===== config.mk =====
export PLATFORM = sky130hd
export DESIGN_NAME = usb_host_config_header_regs
export DESIGN_NICKNAME = d
export VERILOG_FILES = /design/src/rtl/usb_cfg_pkg.sv /design/src/rtl/usb_host_config_header_regs.sv /design/src/rtl/sof_period_counter.sv
export SDC_FILE = /design/constraint.sdc
export NUM_CORES = 1
export LEC_CHECK = 0
export BUFFER_PORTS_ARGS = -buffer_cell sky130_fd_sc_hd__buf_2
export CORE_MARGIN = 10
export CORE_UTILIZATION = 53
export CTS_BUF_LIST = sky130_fd_sc_hd__clkbuf_8
export CTS_CLUSTER_DIAMETER = 80
export DETAILED_ROUTE_END_ITERATION = 8
export PLACE_DENSITY_LB_ADDON = 0.08
export SETUP_SLACK_MARGIN = 0.02
export SLEW_MARGIN = 25
export SYNTH_ARGS = -nofsm -noshare
export SYNTH_HDL_FRONTEND = slang
export SYNTH_HIERARCHICAL = 1
export SYNTH_SLANG_ARGS = --single-unit

===== constraint.sdc =====
create_clock -name ref_clk -period 1.95 [get_ports ref_clk]
set_input_delay 0.2925 -clock ref_clk [delete_from_list [all_inputs] [get_ports ref_clk]]
set_output_delay 0.2925 -clock ref_clk [all_outputs]
set_load 0.03 [all_outputs]

===== src/rtl/usb_cfg_pkg.sv =====
// constants and carrier types shared by the usb host configuration header logic
package usb_cfg_pkg;

  // ==========================================================
  // bus geometry
  localparam int ADDR_W = 10;
  localparam int DATA_W = 32;
  localparam int BE_W = 4;
  localparam int FUNC_MSB = 9;
  localparam int FUNC_LSB = 8;
  localparam int OFF_MSB = 7;
  localparam int WORD_LSB = 2;
  localparam int NUM_FUNC = 3;
  localparam logic [1:0] FUNC_HS = 2'h2;

  // ==========================================================
  // register offsets within one function's header
  localparam logic [7:0] OFF_HDR = 8'h0c;
  localparam logic [7:0] OFF_SUBSYS = 8'h2c;
  localparam logic [7:0] OFF_CAP = 8'h34;
  localparam logic [7:0] OFF_IRQ = 8'h3c;
  localparam logic [7:0] OFF_USB = 8'h60;

  // ==========================================================
  // field positions and byte lanes
  localparam int HDR_LSB = 16;
  localparam int SUBSYS_LSB = 16;
  localparam int PIN_LSB = 8;
  localparam int FLA_LSB = 8;
  localparam int FLA_W = 6;
  localparam int BE_LINE = 0;
  localparam int BE_FLA = 1;

  // ==========================================================
  // reset values and fixed codes
  // subsystem identifiers: arbitrary neutral values
  localparam logic [15:0] SUBSYS_FS_RESET = 16'h5a01;
  localparam logic [15:0] SUBSYS_HS_RESET = 16'h5a02;
  localparam logic [7:0] CAP_RESET = 8'h80;
  localparam logic [7:0] IRQ_LINE_RESET = 8'h00;
  localparam logic [7:0] PIN_BASE = 8'h01;
  localparam logic [7:0] HDR_TYPE = 8'h80;
  localparam logic [7:0] USB_REL = 8'h20;
  localparam logic [5:0] FLA_RESET = 6'h20;

  // ==========================================================
  // start-of-frame counter
  localparam int SOF_W = 16;
  localparam logic [15:0] SOF_BASE = 16'he860;
  localparam int SOF_STEP_LSB = 4;

  // ==========================================================
  // carrier types
  typedef enum logic [1:0] {
    BUS_LOAD = 2'b00,
    BUS_IDLE = 2'b01,
    BUS_ACK = 2'b10
  } bus_state_type;

  typedef enum logic {
    STRAP_SUBSYS = 1'b0,
    STRAP_CAP = 1'b1
  } strap_field_type;

  typedef struct packed {
    logic valid;
    logic [1:0] func;
    strap_field_type field;
    logic [15:0] data;
  } strap_load_type;

  typedef struct packed {
    logic read;
    logic write;
    logic [ADDR_W-1:0] address;
    logic [BE_W-1:0] byteenable;
    logic [DATA_W-1:0] writedata;
  } avalon_req_type;

  typedef struct packed {
    logic waitrequest;
    logic [DATA_W-1:0] readdata;
  } avalon_rsp_type;

endpackage : usb_cfg_pkg


===== src/rtl/usb_host_config_header_regs.sv =====
// configuration header registers of the three usb host functions, with sof timing
`timescale 1ns/10ps
// ==========================================================
module usb_host_config_header_regs (
  // clock and reset
  input wire logic ref_clk,
  input wire logic rst_n,
  // avalon-mm register slave
  input wire usb_cfg_pkg::avalon_req_type bus_req,
  output usb_cfg_pkg::avalon_rsp_type bus_rsp,
  // strap default loader
  input wire usb_cfg_pkg::strap_load_type strap,
  input wire logic strap_done,
  // frame timing
  output logic sof_strobe,
  output logic [5:0] frame_length_adjust
);

  // ==========================================================
  // state
  typedef struct packed {
    usb_cfg_pkg::bus_state_type bus;
    logic waitreq;
    logic [usb_cfg_pkg::DATA_W-1:0] rdata;
    logic [usb_cfg_pkg::NUM_FUNC-1:0][15:0] subsys;
    logic [usb_cfg_pkg::NUM_FUNC-1:0][7:0] cap;
    logic [usb_cfg_pkg::NUM_FUNC-1:0][7:0] line;
    logic [usb_cfg_pkg::FLA_W-1:0] fla;
  } cfg_state_type;

  localparam cfg_state_type STATE_RESET = '{
    bus: usb_cfg_pkg::BUS_LOAD,
    waitreq: 1'b1,
    rdata: '0,
    subsys: {usb_cfg_pkg::SUBSYS_HS_RESET, usb_cfg_pkg::SUBSYS_FS_RESET,
             usb_cfg_pkg::SUBSYS_FS_RESET},
    cap: {3{usb_cfg_pkg::CAP_RESET}},
    line: {3{usb_cfg_pkg::IRQ_LINE_RESET}},
    fla: usb_cfg_pkg::FLA_RESET
  };

  cfg_state_type state;
  cfg_state_type next_state;
  logic [1:0] fn;
  logic [7:0] off;
  logic fn_ok;

  // ==========================================================
  // read mux
  // unmapped offsets and the fourth function slot read as zero
  function automatic logic [31:0] read_word(input logic [1:0] f, input logic [7:0] o,
                                            input cfg_state_type s);
    logic [31:0] w;
    w = '0;
    if (f <= usb_cfg_pkg::FUNC_HS) begin
      case (o)
        usb_cfg_pkg::OFF_HDR: begin
          w[usb_cfg_pkg::HDR_LSB +: 8] = usb_cfg_pkg::HDR_TYPE;
        end
        usb_cfg_pkg::OFF_SUBSYS: begin
          w[usb_cfg_pkg::SUBSYS_LSB +: 16] = s.subsys[f];
        end
        usb_cfg_pkg::OFF_CAP: begin
          w[7:0] = s.cap[f];
        end
        usb_cfg_pkg::OFF_IRQ: begin
          w[7:0] = s.line[f];
          w[usb_cfg_pkg::PIN_LSB +: 8] = usb_cfg_pkg::PIN_BASE + {6'h00, f};
        end
        usb_cfg_pkg::OFF_USB: begin
          if (f == usb_cfg_pkg::FUNC_HS) begin
            w[7:0] = usb_cfg_pkg::USB_REL;
            w[usb_cfg_pkg::FLA_LSB +: usb_cfg_pkg::FLA_W] = s.fla;
          end
        end
        default: begin
          w = '0;
        end
      endcase
    end
    return w;
  endfunction : read_word

  // ==========================================================
  // next state
  assign fn = bus_req.address[usb_cfg_pkg::FUNC_MSB:usb_cfg_pkg::FUNC_LSB];
  assign off = {bus_req.address[usb_cfg_pkg::OFF_MSB:usb_cfg_pkg::WORD_LSB], 2'b00};
  assign fn_ok = (fn <= usb_cfg_pkg::FUNC_HS);

  always_comb begin
    next_state = state;
    next_state.waitreq = 1'b1;
    // strap loader may rewrite read-only defaults at any time
    for (int f = 0; f < usb_cfg_pkg::NUM_FUNC; f++) begin
      if (strap.valid && strap.func == 2'(f)) begin
        if (strap.field == usb_cfg_pkg::STRAP_SUBSYS) begin
          next_state.subsys[f] = strap.data;
        end else begin
          next_state.cap[f] = strap.data[7:0];
        end
      end
    end
    unique case (state.bus)
      usb_cfg_pkg::BUS_LOAD: begin
        // host accesses stall until the loader reports its defaults in place
        if (strap_done) begin
          next_state.bus = usb_cfg_pkg::BUS_IDLE;
        end
      end
      usb_cfg_pkg::BUS_IDLE: begin
        if (bus_req.read || bus_req.write) begin
          next_state.bus = usb_cfg_pkg::BUS_ACK;
          next_state.waitreq = 1'b0;
          next_state.rdata = bus_req.read ? read_word(fn, off, state) : '0;
          if (bus_req.write && fn_ok && off == usb_cfg_pkg::OFF_IRQ &&
              bus_req.byteenable[usb_cfg_pkg::BE_LINE]) begin
            next_state.line[fn] = bus_req.writedata[7:0];
          end
          if (bus_req.write && fn == usb_cfg_pkg::FUNC_HS && off == usb_cfg_pkg::OFF_USB &&
              bus_req.byteenable[usb_cfg_pkg::BE_FLA]) begin
            next_state.fla =
              bus_req.writedata[usb_cfg_pkg::FLA_LSB +: usb_cfg_pkg::FLA_W];
          end
        end
      end
      usb_cfg_pkg::BUS_ACK: begin
        // one idle cycle so a held request is not taken twice
        next_state.bus = usb_cfg_pkg::BUS_IDLE;
      end
      default: begin
        next_state.bus = usb_cfg_pkg::BUS_IDLE;
      end
    endcase
  end

  always_ff @(posedge ref_clk) begin
    if (!rst_n) begin
      state <= STATE_RESET;
    end else begin
      state <= next_state;
    end
  end

  // ==========================================================
  // outputs
  assign bus_rsp.waitrequest = state.waitreq;
  assign bus_rsp.readdata = state.rdata;
  assign frame_length_adjust = state.fla;

  sof_period_counter u_sof (
    .ref_clk(ref_clk),
    .rst_n(rst_n),
    .frame_adjust(state.fla),
    .sof(sof_strobe)
  );
endmodule : usb_host_config_header_regs


===== src/rtl/sof_period_counter.sv =====
// start-of-frame period counter driven by the frame length adjustment field
`timescale 1ns/10ps
module sof_period_counter (
  // clock and reset
  input wire logic ref_clk,
  input wire logic rst_n,
  // period control
  input wire logic [5:0] frame_adjust,
  // frame marker
  output logic sof
);

  typedef struct packed {
    logic [usb_cfg_pkg::SOF_W-1:0] count;
    logic sof;
  } sof_state_type;

  sof_state_type state;
  sof_state_type next_state;
  logic [usb_cfg_pkg::SOF_W-1:0] period_last;

  // ==========================================================
  // counting
  // a lowered adjustment mid-frame ends the frame at once rather than wrapping
  always_comb begin
    // each adjustment step is worth 16 counter clocks, so the reset value lands on 60000
    period_last = usb_cfg_pkg::SOF_BASE +
                  (16'(frame_adjust) << usb_cfg_pkg::SOF_STEP_LSB) - 16'h0001;
    next_state = state;
    if (state.count >= period_last) begin
      next_state.count = '0;
      next_state.sof = 1'b1;
    end else begin
      next_state.count = state.count + 16'h0001;
      next_state.sof = 1'b0;
    end
  end

  always_ff @(posedge ref_clk) begin
    if (!rst_n) begin
      state <= '0;
    end else begin
      state <= next_state;
    end
  end

  assign sof = state.sof;
endmodule : sof_period_counter


==> metrics.md, run 1 <==
| Metric | Value |
|---|---|
| Reg power frac | `53.9%` |
| Initial Utilization | `55.0%` |
| Total global-route track usage | `18.9%` |
| # placed instances | `1,008` |
| Mean post-synth cell area | `8.87 µm²` |
| Vias per cell | `5.48` |
| RSZ-0062 raised after global routing | `true` |
| Clock latency on the worst-skew pair | `450 ps` |
| Internal | `4.48 mW` |
| CP max FO | `7` |
| Netlist cell types | `61` |
| Routed wire length per instance | `16.4 µm` |
| Fmax | `496 MHz` |
| CP Launch Type | `flop` |
| Hold_buf cts | `0` |
| Crit path capture type | `flop` |
| Die X | `135 µm` |
| EDFF count, synth | `0` |
| Synth Instances | `791` |
| IO buf count | `86` |
| H-tree depth | `4` |
| Diodes inserted | `0` |
| Crit path cell chain | `ha_4, o21ai_2, xor2_1, ha_1, nor2b_4, nand4_1, a211oi_4, buf_6, nor3_1` |
| Worst-Margin Slew | `729 ps` |
| Final Max Slew Viols | `0` |
| Cell area after synthesis | `7020 µm²` |
| Period utilization | `103%` |
| Min cycle time layout | `2020 ps` |
| Post-Route Setup TNS | `-921 ps` |
| Seq/Total Area, Yosys | `43.4%` |
| PD cells | `734 nW/µm²` |
| Clock-pin slew on the worst setup and hold paths | `80 ps` |
| Cts bufs inserted | `17` |
| CP peak stage delay | `370 ps` |
| Syn. warnings | `6` |
| VDD IR-drop max | `0.000474 V` |
| # DRC | `0` |
| Post-route ant nets | `0` |
| Fin Hold WS | `55.3 ps` |
| DRT Pass-1 Iters | `5` |
| Main area contributors after synthesis | `dfxtp_1, nand2_1, mux2i_1` |
| Critical Path AT | `2330 ps` |
| Synth Flop Type | `dfxtp_1` |
| Vias in the first global route | `5,736` |
| Slowest-stage cell, CP | `dfxtp_4` |
| Worst min path class | `in -> reg` |
| Layout area overhead | `14.2%` |
| Post-synthesis register bit count | `152` |
| Comb pwr share | `7.2%` |
| Setup ws final | `-67.8 ps` |
| Post-place setup slack | `-126 ps` |
| NetSw | `1.41 mW` |
| Clock Power Share | `38.9%` |
| Outcome | `complete, but fails checks` |
| Top-Level Pins | `111` |
| Final Skew | `13.1 ps` |
| Global route overflow | `0` |
| Die height | `135 µm` |
| WP data required | `2270 ps` |
| Rows | `41` |
| Max-slew headroom | `51.4%` |
| Total routed wirelength | `17.1 mm` |
| CTS Buffer Depth | `2` |
| CTS tree | `done` |
| Violated checks | `setup timing` |
| Post-synth top area share | `43.4%` |
| Final Total Pwr | `5.88 mW` |
| First DRT Iteration DRCs | `296` |
| Detailed Place HPWL | `11.9 mm` |
| Async S/R FF share, synth | `0%` |
| Endpoints failing hold | `0` |
| RePlAce Congestion | `0.849` |
| Clock sinks | `152` |
| Clk Tree Root Cell | `clkbuf_8` |
| Final net count | `943` |
| Kind of critical path | `reg -> reg` |
| Cell taking the most area after synthesis | `dfxtp_1` |
| Non-filler cells, final | `1,042` |
| First-pass GRT wire length | `27.9 mm` |
| Die ar. | `18,200 µm²` |
| Static Leak | `3.41 nW` |
| Switching part of the total | `23.9%` |
| Layout cells sized above 1 | `21.3%` |
| Antenna violations before repair | `0` |
| Vias post-DR | `5,709` |
| Core area | `12,800 µm²` |
| Setup violations, final | `17` |
| Largest net degree at the start of global routing | `82` |
| Max-cap violations | `0` |
[metal layers]
layer  track usage (%)  vias up  routed length (µm)
li1                  -     2796                   -
met5                 0        -                   0
met3              5.01       22                 950
met1              22.5     2740                7500
met2              31.8      151                8360
met4              6.82        0                 267
[registers in the layout (all words and copies together) (netlist names)]
register and count:
u_sof/sof 1, bus_rsp 31, u_sof/state 16, frame_length_adjust 6, state 98
[repair_timing]
action                                  in CTS  in global routing
pin swaps                                    3                  1
buffers inserted                             2                  0
endpoints found under the setup margin      17                 17
gates cloned                                 1                  0
gates resized for setup                     10                  9
[cells in the final DEF (no fill, tap or decap), types with 7 or more instances in the layout]
cell type  synthesis  final
inv_1              7     11
buf_2              5     86
ha_1              14     12
nand2_1          223    223
mux2i_1           62     62
clkbuf_8           0     19
a22oi_1            7      7
nor2b_1           10      8
o2bb2ai_1         15     15
nand3_1           26     26
nor3_1            19     17
dfxtp_1          152    147
buf_4             39     30
a22o_1            19     19
a21boi_0          54     54
nor2_1            13     13
o21ai_0           17     16
xnor2_1           12     12
[power groups by stage]
stage | Combinational (mW) | Clock (mW) | Sequential, mW
after CTS | 0.422 | 2.33 | 3.17
after floorplan | 0.251 | 0 | 3.24
after global placement | 0.407 | 0 | 3.24
after global routing | 0.462 | 2.48 | 3.18
after detailed placement | 0.420 | 0 | 3.25
final | 0.422 | 2.29 | 3.17
[synthesized netlist by cell type (2+ instances only)]
cell type / count
a21oi_1: 4
o2bb2ai_1: 15
ha_1: 14
nand2_2: 3
clkbuf_1: 28
a21boi_0: 54
xnor2_1: 12
nor4_4: 3
o21ai_0: 17
inv_1: 7
xor2_1: 4
nor3_1: 19
buf_1: 2
nand3_1: 26
dfxtp_1: 152
nand2b_1: 4
buf_2: 5
a22o_1: 19
a22oi_1: 7
o21a_1: 2
a221o_1: 3
and2_1: 4
nand4_1: 4
nor4_1: 2
buf_4: 39
nor3b_1: 2
nor2_1: 13
buf_6: 2
nand2_1: 223
nor2b_1: 10
mux2i_1: 62
[logic make-up after synthesis]
| group | Yosys count | synth area share, % |
|---|---|---|
| multiplexers | 62 | 8.84 |
| other | 1 | 0.0534 |
| AO/OA/AOI/OAI | 135 | 14.9 |
| flip-flops | 152 | 43.4 |
| adder cells (fa/ha/maj) | 14 | 2.50 |
| AND/OR/NAND/NOR | 327 | 21.3 |
| buffers and inverters | 84 | 7.04 |
| XOR/XNOR | 16 | 2.00 |
[per-stage QoR]
step                area (µm²)  util [%]
finish                    8020      62.8
global route              8020      62.8
CTS                       7970      62.4
detailed placement        7540      59.0
global placement          7540      59.0
floorplan                 7050         -
[final cells by class]
| class | instances | area (µm²) |
|---|---|---|
| well taps | 172 | 215 |
| flip-flops and latches | 152 | 3050 |
| clock buffers | 19 | 262 |
| clock inverters | 12 | 113 |
| fillers | 1133 | 4750 |
| multi-input cells | 556 | 3570 |
| inverters | 7 | 26.3 |
| repair buffers | 124 | 781 |
[critical path: cells and delay by family, from the launching register on]
family / cells / cell delay (ps)
DFF: 1 / 370
and+or+nand+nor: 3 / 320
xor gates and xnor gates: 1 / 90
buffers and inverters: 1 / 180
adders and majority gates: 2 / 460
AOI/OAI and AO/OA: 2 / 470
[path summary, 6_finish.rpt]
path              cells past startpoint                    from  slack [ps]              to
hold reg to reg                       2              bus_rsp[2]         440      bus_rsp[2]
setup reg to reg                      9  frame_length_adjust[1]         -70  u_sof/state[3]
setup / recovery                      9  frame_length_adjust[1]         -70  u_sof/state[3]
hold / removal                        2              strap_done          60      state[135]
Note: power is estimated with default switching activity, not from simulation.
==> run 2, diff against run 1 <==
- CORE_UTILIZATION: 53 -> 26
==> metrics.md, run 2 (synthesis results as in run 1) <==
| Metric | Value |
|---|---|
| Core area | `26,700 µm² (+110%)` |
| Rows | `60 (+46%)` |
| IO buf count | `86 (unchanged)` |
| Final Max Slew Viols | `0 (unchanged)` |
| Register bank with the most flops | `state` |
| First DRT Iteration DRCs | `174 (-41%)` |
| VDD IR-drop max | `0.000306 V (-35%)` |
| Placement Cell Area | `7870 µm² (+4.3%)` |
| Largest register FFs | `98 (unchanged)` |
| Kind of critical path | `reg -> reg` |
| CP Launch Type | `flop` |
| Clock sinks | `152 (unchanged)` |
| Die height | `184 µm (+36%)` |
| Period utilization | `102% (-1.4 points)` |
| Endpoints failing hold | `0 (unchanged)` |
| Violated checks | `setup timing` |
| Die ar. | `34,000 µm² (+86%)` |
| Reg area | `3050 µm² (-0.16%)` |
| Top-Level Pins | `111 (unchanged)` |
| Multi-input combinational cell area | `3630 µm² (+1.6%)` |
| Total routed wirelength | `20.7 mm (+21%)` |
| Worst-Margin Slew | `763 ps (+33.9 ps)` |
| Layout cells sized above 1 | `23.6% (+2.3 points)` |
| CP peak stage delay | `380 ps (about the same)` |
| Design Area, Final | `8470 µm² (+5.7%)` |
| Vias per cell | `4.57 (-17%)` |
| CTS Buffer Depth | `2 (unchanged)` |
| Most common cell after layout, fill and taps aside | `nand2_1` |
| Most frequent cells in the layout | `nand2_1, dfxtp_1, buf_2` |
| Total global-route track usage | `12.2% (-6.7 points)` |
| Final net count | `954 (+1.2%)` |
| Largest net degree at the start of global routing | `81 (-1.2%)` |
| CTS tree | `done` |
| Critical Path AT | `2330 ps (about the same)` |
| Hold path cells | `2 (unchanged)` |
| First-pass GRT wire length | `32.2 mm (+15%)` |
| Final Util | `31.7% (-31 points)` |
| Fin Hold WS | `53.4 ps (-1.91 ps)` |
| Setup ws final | `-40.2 ps (+27.6 ps)` |
| Vias in the first global route | `5,943 (+3.6%)` |
| Global route overflow | `0 (unchanged)` |
| Hold_buf cts | `0 (unchanged)` |
| Slowest-stage cell, CP | `dfxtp_2` |
| Crit path cell chain | `a21oi_2, buf_4, xor2_2, ha_4, nand4_1, o22a_1, a211oi_4, buf_6, clkbuf_16, nor3_2` |
| Post-route ant nets | `0 (unchanged)` |
| Worst min path class | `in -> reg` |
| DRT Pass-1 Iters | `5 (unchanged)` |
| RSZ-0062 raised after global routing | `true` |
| Reg2reg end | `u_sof/state[14]` |
| CP max FO | `4 (-3)` |
| Reg2reg start | `frame_length_adjust[0]` |
| PD cells | `724 nW/µm² (-1.3%)` |
| # DRC | `0 (unchanged)` |
| Antenna violations before repair | `0 (unchanged)` |
| FF-to-FF path depth | `10 (+1)` |
| Clock latency on the worst-skew pair | `450 ps (about the same)` |
| Clk Tree Root Cell | `clkbuf_8` |
| Clock-pin slew on the worst setup and hold paths | `80 ps (about the same)` |
| Fillers | `2,819 (+150%)` |
| Hold Path Sink | `state[135]` |
| Cts bufs inserted | `17 (unchanged)` |
| Detailed Place HPWL | `14.3 mm (+20%)` |
| Diodes inserted | `0 (unchanged)` |
| Max-cap violations | `0 (unchanged)` |
| Die X | `184 µm (+36%)` |
| Static Leak | `3.50 nW (+2.6%)` |
| Outcome | `complete, but fails checks` |
| Vias post-DR | `5,588 (-2.1%)` |
| Min cycle time layout | `1990 ps (-27.6 ps)` |
| RePlAce Congestion | `0.749 (-12%)` |
| Crit path capture type | `flop` |
| Fmax | `502 MHz (+1.4%)` |
| Final Skew | `12.2 ps (-0.847 ps)` |
| H-tree depth | `4 (unchanged)` |
| WP data required | `2290 ps (+20 ps)` |
| Hold path start | `strap_done` |
| Initial Utilization | `26.3% (-29 points)` |
| Layout area overhead | `20.7%` |
| Max-slew headroom | `49.1% (-2.3 points)` |
| Setup violations, final | `17 (unchanged)` |
| Flop2flop setup slack | `-40 ps (+30 ps)` |
| Routed wire length per instance | `16.9 µm (+3.1%)` |
[run 2: layout make-up]
class | instances | area share (%)
multi-input combinational | 556 | 42.8
sequential | 152 | 36.0
timing repair buffer | 135 | 11.1
tap | 341 | 5.03
clock buffer | 18 | 2.92
clock inverter | 14 | 1.88
inverter | 7 | 0.310
[run 2: report_power, final]
group	total [mW]	internal [mW]	switching, mW
clock	2.51	1.29	1.22
sequential	3.17	3.15	0.0275
combinational	0.457	0.172	0.286
total	6.14	4.60	1.53
[run 2: worst max-delay path by stage]
stage | start | endpoint | slack [ps]
2_1_floorplan | frame_length_adjust[0] | u_sof/state[12] | 20
3_3_place_gp | frame_length_adjust[0] | u_sof/state[11] | -120
3_5_place_dp | frame_length_adjust[1] | u_sof/state[2] | -140
4_1_cts | frame_length_adjust[1] | u_sof/state[2] | -80
5_1_grt | frame_length_adjust[1] | u_sof/state[9] | -140
6_report | frame_length_adjust[0] | u_sof/state[14] | -40
[run 2: per-stage QoR]
| step | total power [mW] | setup TNS, ps | cells | setup WS (ps) |
|---|---|---|---|---|
| 4_1_cts | 6.24 | -1150 | 1221 | -79.6 |
| 5_1_grt | 6.40 | -2210 | 1223 | -144 |
| 2_1_floorplan | 3.49 | 0 | 792 | 21.3 |
| 6_report | 6.14 | -413 | 1223 | -40.2 |
| 3_5_place_dp | 3.70 | -3020 | 1187 | -141 |
| 3_3_place_gp | 3.69 | -2200 | 1187 | -117 |
[run 2: metal layers]
layer | vias to the layer above | wire [µm] | track usage (%)
li1 | 2831 | - | -
met1 | 2640 | 9330 | 14.0
met2 | 100 | 10300 | 21.8
met3 | 17 | 817 | 2.70
met4 | 0 | 252 | 3.93
met5 | - | 0 | 0
[run 2: worst max-delay path, delay by kind of cell (launching register included)]
family | cells | cell delay [ps]
AOI/OAI and AO/OA | 3 | 490
buffers and inverters | 3 | 460
DFF | 1 | 380
adders and majority gates | 1 | 280
xor gates and xnor gates | 1 | 150
and+or+nand+nor | 2 | 120
[run 2: what timing repair did]
action	CTS	global route
gates resized for setup	9	16
endpoints found under the setup margin	17	17
pin swaps	1	13
setup buffers	1	1
gates cloned	1	1
